==> src/core/eil_pkg.sv <==
package eil_pkg;

	// ---------------------------------------------------------------
	// register map
	// ---------------------------------------------------------------
	localparam logic [3:0] EIL_ADDR_SCR = 4'h0;
	localparam logic [3:0] EIL_ADDR_BRK = 4'h1;
	localparam logic [3:0] EIL_ADDR_STAT = 4'h2;
	localparam logic [3:0] EIL_ADDR_MASK = 4'h3;

	// status/control field positions
	localparam int EIL_BIT_MODE = 0;
	localparam int EIL_BIT_LMASK = 1;
	localparam int EIL_BIT_ACK = 2;
	localparam int EIL_BIT_PEND = 3;
	// break control field
	localparam int EIL_BIT_BRK_CLR = 7;
	// event status bits
	localparam int EIL_EV_LATCH = 0;
	localparam int EIL_EV_FETCH = 1;
	localparam int EIL_NUM_EV = 2;

	localparam logic [7:0] EIL_RST_BYTE = 8'h00;
	localparam logic [1:0] EIL_RST_EV = 2'h0;

	// ---------------------------------------------------------------
	// bus carrier and state types
	// ---------------------------------------------------------------
	typedef struct packed {
		logic [3:0] addr;
		logic [7:0] wdata;
		logic wr;
		logic rd;
	} eil_bus_req_t;

	typedef enum logic [1:0] {
		EIL_IDLE = 2'b00,
		EIL_PEND = 2'b01,
		EIL_HOLD = 2'b10
	} eil_state_t;

endpackage

==> src/core/eil_sync.sv <==
`timescale 1ns/10ps
`default_nettype none
module eil_sync (
	input wire logic i_sys_clk,
	input wire logic i_rst_b,
	input wire logic i_async,
	output logic o_sync
);
	typedef struct packed {
		logic s1;
		logic s2;
	} eil_sync_st_t;

	eil_sync_st_t st_q, st_d;

	always_comb begin
		st_d.s1 = i_async;
		st_d.s2 = st_q.s1;
	end

	// reset to idle-high: the pin is active low
	always_ff @(posedge i_sys_clk) begin
		if (!i_rst_b) begin
			st_q <= 2'h3;
		end else begin
			st_q <= st_d;
		end
	end

	assign o_sync = st_q.s2;
endmodule
`default_nettype wire

==> src/core/eil_edge.sv <==
`timescale 1ns/10ps
`default_nettype none
module eil_edge (
	input wire logic i_sys_clk,
	input wire logic i_rst_b,
	input wire logic i_lvl,
	output logic o_fall,
	output logic o_prev
);
	logic prev_q;

	always_ff @(posedge i_sys_clk) begin
		if (!i_rst_b) begin
			prev_q <= 1'b1;
		end else begin
			prev_q <= i_lvl;
		end
	end

	assign o_fall = prev_q & ~i_lvl;
	assign o_prev = prev_q;
endmodule
`default_nettype wire

==> src/core/eil_top.sv <==
// Functional notes
// - low pin sets request latch
// - vector fetch acknowledge clears the latch
// - writing ack one clears the latch
// - reset clears the latch
// - mode one edge+level, zero edge only
// - edge mode: latch holds until acknowledge
// - level mode: needs acknowledge and pin high
// - reset clears latch and mode bit
// - local mask withholds request from cpu
// - pending flag readable regardless of mask
// - ack bit write-only, reads zero
// - edge after acknowledge latches again
// - cpu vectors through fixed vector pair
// - break clear by ack write only with clear enable
// - clear enable zero: ack writes in break ignored
// - pin level offered to branch instructions
//
// Decided for this implementation: the register addresses and strobed register access.
`timescale 1ns/10ps
`default_nettype none
module eil_top
	import eil_pkg::*;
(
	input wire logic i_sys_clk,
	input wire logic i_rst_b,
	input wire logic i_irq_pin_b,
	input wire logic i_vec_fetch_ack,
	input wire logic i_break_state,
	input wire logic [3:0] i_addr,
	input wire logic [7:0] i_wdata,
	input wire logic i_wr,
	input wire logic i_rd,
	output logic [7:0] o_rdata,
	output logic o_irq_req,
	output logic o_pin_level,
	output logic o_int
);
	import eil_pkg::*;

	// ---------------------------------------------------------------
	// state
	// ---------------------------------------------------------------
	typedef struct packed {
		eil_state_t fsm;
		logic mode;
		logic lmask;
		logic brk_clr_en;
		logic [EIL_NUM_EV-1:0] ev_stat;
		logic [EIL_NUM_EV-1:0] ev_mask;
		logic [7:0] rdata;
		logic irq_req;
		logic pin_lvl;
		logic intr;
	} eil_st_t;

	eil_st_t st_q, st_d;
	eil_bus_req_t bus;
	logic pin_s, pin_fall, pin_prev;
	logic sw_ack, ack, trig, pend;

	assign bus = '{addr: i_addr, wdata: i_wdata, wr: i_wr, rd: i_rd};

	// ---------------------------------------------------------------
	// pin conditioning
	// ---------------------------------------------------------------
	eil_sync u_sync (
		.i_sys_clk(i_sys_clk),
		.i_rst_b(i_rst_b),
		.i_async(i_irq_pin_b),
		.o_sync(pin_s)
	);

	eil_edge u_edge (
		.i_sys_clk(i_sys_clk),
		.i_rst_b(i_rst_b),
		.i_lvl(pin_s),
		.o_fall(pin_fall),
		.o_prev(pin_prev)
	);

	// ---------------------------------------------------------------
	// next state
	// ---------------------------------------------------------------
	always_comb begin
		st_d = st_q;
		// software ack gated in break by clear enable
		sw_ack = bus.wr && bus.addr == EIL_ADDR_SCR &&
			bus.wdata[EIL_BIT_ACK] &&
			(!i_break_state || st_q.brk_clr_en);
		ack = sw_ack || i_vec_fetch_ack;
		trig = pin_fall || (st_q.mode && !pin_s);
		case (st_q.fsm)
		EIL_IDLE: begin
			if (trig) begin
				st_d.fsm = EIL_PEND;
			end
		end
		EIL_PEND: begin
			if (ack) begin
				if (st_q.mode && !pin_s) begin
					st_d.fsm = EIL_HOLD;
				end else if (pin_fall) begin
					st_d.fsm = EIL_PEND;
				end else begin
					st_d.fsm = EIL_IDLE;
				end
			end
		end
		EIL_HOLD: begin
			// acknowledged, waiting for pin high
			if (!st_q.mode) begin
				st_d.fsm = pin_fall ? EIL_PEND : EIL_IDLE;
			end else if (pin_s) begin
				st_d.fsm = EIL_IDLE;
			end
		end
		default: begin
			st_d.fsm = EIL_IDLE;
		end
		endcase
		pend = st_d.fsm != EIL_IDLE;
		if (bus.wr && bus.addr == EIL_ADDR_SCR) begin
			st_d.mode = bus.wdata[EIL_BIT_MODE];
			st_d.lmask = bus.wdata[EIL_BIT_LMASK];
		end
		if (bus.wr && bus.addr == EIL_ADDR_BRK) begin
			st_d.brk_clr_en = bus.wdata[EIL_BIT_BRK_CLR];
		end
		if (bus.wr && bus.addr == EIL_ADDR_MASK) begin
			st_d.ev_mask = bus.wdata[EIL_NUM_EV-1:0];
		end
		// write-one-to-clear, set wins
		if (bus.wr && bus.addr == EIL_ADDR_STAT) begin
			st_d.ev_stat = st_q.ev_stat & ~bus.wdata[EIL_NUM_EV-1:0];
		end
		if (st_q.fsm == EIL_IDLE && pend) begin
			st_d.ev_stat[EIL_EV_LATCH] = 1'b1;
		end
		if (i_vec_fetch_ack) begin
			st_d.ev_stat[EIL_EV_FETCH] = 1'b1;
		end
		st_d.rdata = 8'h00;
		if (bus.rd) begin
			case (bus.addr)
			EIL_ADDR_SCR: begin
				// ack bit always reads zero
				st_d.rdata[EIL_BIT_PEND] = st_q.fsm != EIL_IDLE;
				st_d.rdata[EIL_BIT_LMASK] = st_q.lmask;
				st_d.rdata[EIL_BIT_MODE] = st_q.mode;
			end
			EIL_ADDR_BRK: begin
				st_d.rdata[EIL_BIT_BRK_CLR] = st_q.brk_clr_en;
			end
			EIL_ADDR_STAT: begin
				st_d.rdata[EIL_NUM_EV-1:0] = st_q.ev_stat;
			end
			EIL_ADDR_MASK: begin
				st_d.rdata[EIL_NUM_EV-1:0] = st_q.ev_mask;
			end
			default: begin
				st_d.rdata = 8'h00;
			end
			endcase
		end
		// cpu applies its global mask and vector pair
		st_d.irq_req = pend && !st_d.lmask;
		st_d.pin_lvl = pin_s;
		st_d.intr = |(st_d.ev_stat & ~st_d.ev_mask);
	end

	// ---------------------------------------------------------------
	// registers
	// ---------------------------------------------------------------
	always_ff @(posedge i_sys_clk) begin
		if (!i_rst_b) begin
			st_q.fsm <= EIL_IDLE;
			st_q.mode <= EIL_RST_BYTE[EIL_BIT_MODE];
			st_q.lmask <= EIL_RST_BYTE[EIL_BIT_LMASK];
			st_q.brk_clr_en <= EIL_RST_BYTE[EIL_BIT_BRK_CLR];
			st_q.ev_stat <= EIL_RST_EV;
			st_q.ev_mask <= EIL_RST_EV;
			st_q.rdata <= EIL_RST_BYTE;
			st_q.irq_req <= 1'b0;
			st_q.pin_lvl <= 1'b1;
			st_q.intr <= 1'b0;
		end else begin
			st_q <= st_d;
		end
	end

	assign o_rdata = st_q.rdata;
	assign o_irq_req = st_q.irq_req;
	assign o_pin_level = st_q.pin_lvl;
	assign o_int = st_q.intr;
endmodule
`default_nettype wire

==> config.mk <==
export PLATFORM = sky130hd
export DESIGN_NAME = eil_top
export DESIGN_NICKNAME = d
export VERILOG_FILES = /design/src/core/eil_pkg.sv /design/src/core/eil_sync.sv /design/src/core/eil_edge.sv /design/src/core/eil_top.sv
export SDC_FILE = /design/constraint.sdc
export NUM_CORES = 1
export LEC_CHECK = 0
export BUFFER_PORTS_ARGS = -buffer_cell sky130_fd_sc_hd__buf_4
export CAP_MARGIN = 20
export CELL_PAD_IN_SITES_DETAIL_PLACEMENT = 0
export CELL_PAD_IN_SITES_GLOBAL_PLACEMENT = 2
export CORE_AREA = 2 2 58 60
export DETAILED_ROUTE_END_ITERATION = 12
export DIE_AREA = 0 0 60 62
export PLACE_DENSITY_LB_ADDON = 0.05
export SETUP_SLACK_MARGIN = 0.4
export SKIP_CTS_REPAIR_TIMING = 1
export SKIP_LAST_GASP = 1
export SLEW_MARGIN = 30
export SYNTH_ARGS = -nofsm -noshare
export SYNTH_HDL_FRONTEND = slang
export SYNTH_SLANG_ARGS = --single-unit
==> constraint.sdc <==
create_clock -name i_sys_clk -period 1.4 [get_ports i_sys_clk]
set_input_delay 0.07 -clock i_sys_clk [delete_from_list [all_inputs] [get_ports i_sys_clk]]
set_output_delay 0.07 -clock i_sys_clk [all_outputs]
set_load 0.05 [all_outputs]
# Word level (Yosys, flattened, before mapping)

Index checks and enable logic that the tools add are counted.

Equality and inequality tests: 5
Multiplexer cells: 13
Bitwise operators: 6
Reductions and logical operators: 23

Operators with widths:

| cell                                                | count |
|---|---|
| 2-to-1 mux 2 bit                                    | 7 |
| case mux 2 bit (3 select lines)                     | 2 |
| logical AND 1 bit                                   | 9 |
| equality test 4 x 2 -> 1 bit, second input constant | 2 |
| AND reduction 3 bit                                 | 2 |
| AND 2 bit                                           | 2 |
| equality test 4 x 1 -> 1 bit, second input constant | 1 |
| zero test 4 bit                                     | 1 |
| 2-to-1 mux 1 bit                                    | 4 |
| inverter 2 bit                                      | 2 |
| nonzero test 2 bit                                  | 2 |
| zero test 1 bit                                     | 3 |
| logical OR 1 bit                                    | 3 |
| equality test 2 x 1 -> 1 bit, second input constant | 1 |
| equality test 2 bit, second input constant          | 1 |
| zero test 2 bit                                     | 1 |
| AND reduction 2 bit                                 | 1 |
| OR reduction 2 bit                                  | 1 |
| AND 1 bit                                           | 1 |
| inverter 1 bit                                      | 1 |

Register bits: 22
Bits of input ports: 19
Output and inout bits: 11
Logic and storage cells: 62

# Longest topological paths before layout

Depth after elaboration: 12
Mapped depth: 5
Depth with buffers taken out: 4

# Hierarchy

From an unflattened synthesis, not the netlist that was laid out.

Cell total of the unflattened synthesis: 93
Area total of the unflattened synthesis: 855.8 µm²

Modules (own cells, without submodules):

| module   | times used | cells each | area each (µm²) | seq. area each (µm²) |
|---|---|---|---|---|
| eil_top  | 1          | 86         | 770.7           | 320.3 |
| eil_sync | 1          | 4          | 52.6            | 40.0 |
| eil_edge | 1          | 3          | 32.5            | 20.0 |

# Least setup slack after synthesis

OpenSTA, ideal clock, no wires.

Kind: reg-to-reg
From: reg, netlist name o_pin_level
To: reg st_q, in the netlist o_irq_req
Setup time: 0.058 ns
Data arrival time: 1.182 ns
Required time: 1.342 ns
Setup slack: 0.160 ns
Cell stages (with the launch flop): 5
Path buffers: 0
Period minus slack after synthesis: 1.240 ns
Path through: dfxtp_1 -> a21boi_0 -> mux2i_1 -> o2bb2ai_1 -> o21a_1

RTL lines:

| item                   | RTL line       | RTL |
|---|---|---|
| end signal: assignment | eil_top.sv:188 | `st_q <= st_d;` |
| end: declaration       | eil_top.sv:57  | `eil_st_t st_q, st_d;` |

# Worst setup path in the final report

From: reg st_q[19] (netlist bit)
To: reg st_q, in the netlist o_irq_req

Word-level cells in the longest chain between the ends: 5
Elaborated cells between the ends (all ways): 10
Classes of those cells: eq/ne (2); mux (5); reduce/logical (3)

Ends and longest elaborated chain:

| item                                | RTL line       | RTL |
|---|---|---|
| 2-to-1 mux 2 bit                    | eil_top.sv:114 | `end else if (pin_s) begin` |
| 2-to-1 mux 2 bit                    | eil_top.sv:112 | `if (!st_q.mode) begin` |
| case mux 2 bit (3 select lines) (*) | eil_top.sv:93  | `case (st_q.fsm)` |
| nonzero test 2 bit (*)              | eil_top.sv:122 | `pend = st_d.fsm != EIL_IDLE;` |
| logical AND 1 bit (*)               | eil_top.sv:167 | `st_d.irq_req = pend && !st_d.lmask;` |

Mark *: on every way between the ends. The rest lies on a longest branch, timed or not.
A chain may end at the register's enable or synchronous reset.

==> qor.txt <==
Status = completed
Yosys top cell by area = dfxtp_1
Crit path time final = 1.03 ns
WP data required = 1.61 ns
Detail Placement HPWL = 1380 um
Clock root buffer = clkbuf_4
Post-synth top area share = 44.2%
DR vias = 655
Placeable Area = 0.00318 sq mm
Worst Setup Path Type = register to register
Worst Reg-to-Reg Cells = 4
Critical Path End = o_irq_req
Gr ovfl total = 0
Nets = 129
Ranking of synthesized cells by area = dfxtp_1 (44%), buf_4 (7.4%), mux2i_1 (6.1%), nor2b_1 (4.6%), nor2_1 (3.2%)
Total power per unit cell area = 904 mW/mm^2
Max Fclk = 975 MHz
Fin. max-slew vios = 0
Aggregate global-route resource usage = 11.7%
Worst Skew = 0.00236 ns
Wirelength, routed = 1830 um
Mapped Area = 816 sq um
Rows = 21
Drt first pass iters = 4
Finished Cell Area = 0.00112 sq mm
Mapped Cells = 83
Critical path arrival = 1.23 ns
CP endpoint kind = register
WL per Instance = 11.8 um
Port buffer count = 21
Crit path from = st_q[19]
Routed vias/inst = 4.23
Syn avg cell area = 9.83 sq um
Clock sink count = 18
R2r startpoint = st_q[19]
Number of nets with antenna violations after routing = 0
Max Cap Viol = 0
Final Util = 35.4%
Leakage = 0.471 nW
Largest net degree at the start of global routing = 14
R2r setup slk = 0.37 ns
Vert. Die Dim = 62 um
Post-synth cell types = 34
Initial DRC count = 6
TritonCTS Buffers = 3
Clk slew on worst S/H paths = 0.11 ns
Final period util = 73.3%
Ant diodes = 0
H-tree Lvls = 1
Hold crit path type = primary input to register
Ports = 30
Die ar. = 0.00372 sq mm
GP Congestion = 0.704
RSZ-0062 raised after global routing = yes
Tot Pwr = 0.00102 W
Initial antenna violation count = 0
Initial Util = 25.7%
Startpoint types = register
Post-Place Cells = 145
Seq/Total Area, Yosys = 44.2%
Fin. Hold Viols = 0
First-pass GRT wire length = 3050 um
Die span in x = 60 um
Yosys reg bits = 18
Setup_tns = 0 ns
Share of layout cells above drive strength 1 = 43.1%
Worst hold stages = 2
CTS tree = yes
Finished Layout Cells = 155
Max rail drop VDD = 0.454 mV
Final setup fails = 0
Max Root-Sink Buffers = 2
Vias in the first global route = 663
Placed inst area = 985 sq um
Clock latency on the worst-skew pair = 0.30 ns
DRC viols = 0
CP Max Fanout = 6
Yosys synthesis warning count = 0
Worst r2r dst = o_irq_req
Layout area overhead = 37.9%
## sequential cells by signal (all words and copies together), names as in the netlist
name	count
o_int	1
o_irq_req	1
o_pin_level	1
o_rdata	4
st_q	9
u_sync.o_sync	1
u_sync.st_d	1
## cells by family after synthesis
group           Yosys count  synth area share [%]
flops                    18                  44.2
simple gates             32                  24.1
mux                       7                  8.90
compound gates           13                  11.7
buf+inv                  12                  10.7
other cells               1                 0.460
## power by group
| part | switching, W | internal (W) | total (W) |
|---|---|---|---|
| sequential | 0.00000788 | 0.000522 | 0.000530 |
| clock | 0.000168 | 0.000159 | 0.000326 |
| combinational | 0.0000901 | 0.0000708 | 0.000161 |
| total | 0.000266 | 0.000751 | 0.00102 |
## area by class of cell
| class | instances | area, sq um |
|---|---|---|
| Timing Repair Buffer | 30 | 233 |
| Sequential cell | 18 | 374 |
| Multi-Input combinational cell | 56 | 420 |
| Inverter | 1 | 3.75 |
| Clock buffer | 4 | 36.3 |
| Tap cell | 46 | 57.6 |
| Fill cell | 334 | 2050 |
## cell usage after synthesis (all sizes together)
| cell type | n |
|---|---|
| a21boi | 2 |
| a21oi | 1 |
| a22o | 1 |
| a22oi | 2 |
| a32o | 1 |
| and3b | 2 |
| and4 | 1 |
| and4b | 1 |
| buf | 10 |
| clkbuf | 1 |
| conb | 1 |
| dfxtp | 18 |
| inv | 1 |
| mux2 | 2 |
| mux2i | 5 |
| nand2 | 3 |
| nand2b | 3 |
| nand3 | 3 |
| nand3b | 1 |
| nand4 | 1 |
| nor2 | 7 |
| nor2b | 6 |
| nor3 | 2 |
| nor4 | 1 |
| nor4bb | 1 |
| o2111ai | 1 |
| o21a | 1 |
| o21ai | 3 |
| o2bb2ai | 1 |
## how the worst min path moves through the flow
stage / start / to / slack [ns]
after floorplan: i_irq_pin_b / u_sync.st_d[0] / 0.17
after global placement: i_irq_pin_b / u_sync.st_d[0] / 0.25
after detailed placement: i_irq_pin_b / u_sync.st_d[0] / 0.26
after CTS: i_irq_pin_b / u_sync.st_d[0] / -0.07
after global routing: i_addr[0] / o_rdata[3] / 0.004
final: i_addr[0] / o_rdata[3] / 0.01
## cells in the final DEF, fill, tap and decap left out, types with 3 or more instances in the layout
master         synthesis  final
dfxtp_4                0      3
nor2b_1                6      6
dlygate4sd3_1          0      3
dfxtp_1               18     13
conb_1                 1      4
nor2_1                 7      5
nand2_1                3      3
nand3_1                3      3
mux2i_1                5      5
buf_4                  8     27
clkbuf_4               1      3
## metal layers
metal | part of all wire [%] | track usage (%)
met1 | 45 | 12.6
met2 | 50 | 20.5
met3 | 3.9 | 4.55
met4 | 0.82 | 4.76
met5 | 0 | 0
## through the flow
| stage | worst slack, ns | hold slack [ns] |
|---|---|---|
| 6_report | 0.374 | 0.0130 |
| 5_1_grt | 0.285 | 0.00383 |
| 4_1_cts | 0.268 | -0.0748 |
| 3_5_place_dp | 0.256 | 0.259 |
| 3_3_place_gp | 0.258 | 0.253 |
| 2_1_floorplan | 0.375 | 0.171 |
## worst max-delay path: stages (launching register included)
cell	delay (ns)
dfxtp_4	0.39
and3b_1	0.18
o21ai_1	0.11
o21ai_1	0.09
o21a_1	0.17
No activity file was read; power rests on OpenSTA's default activity.
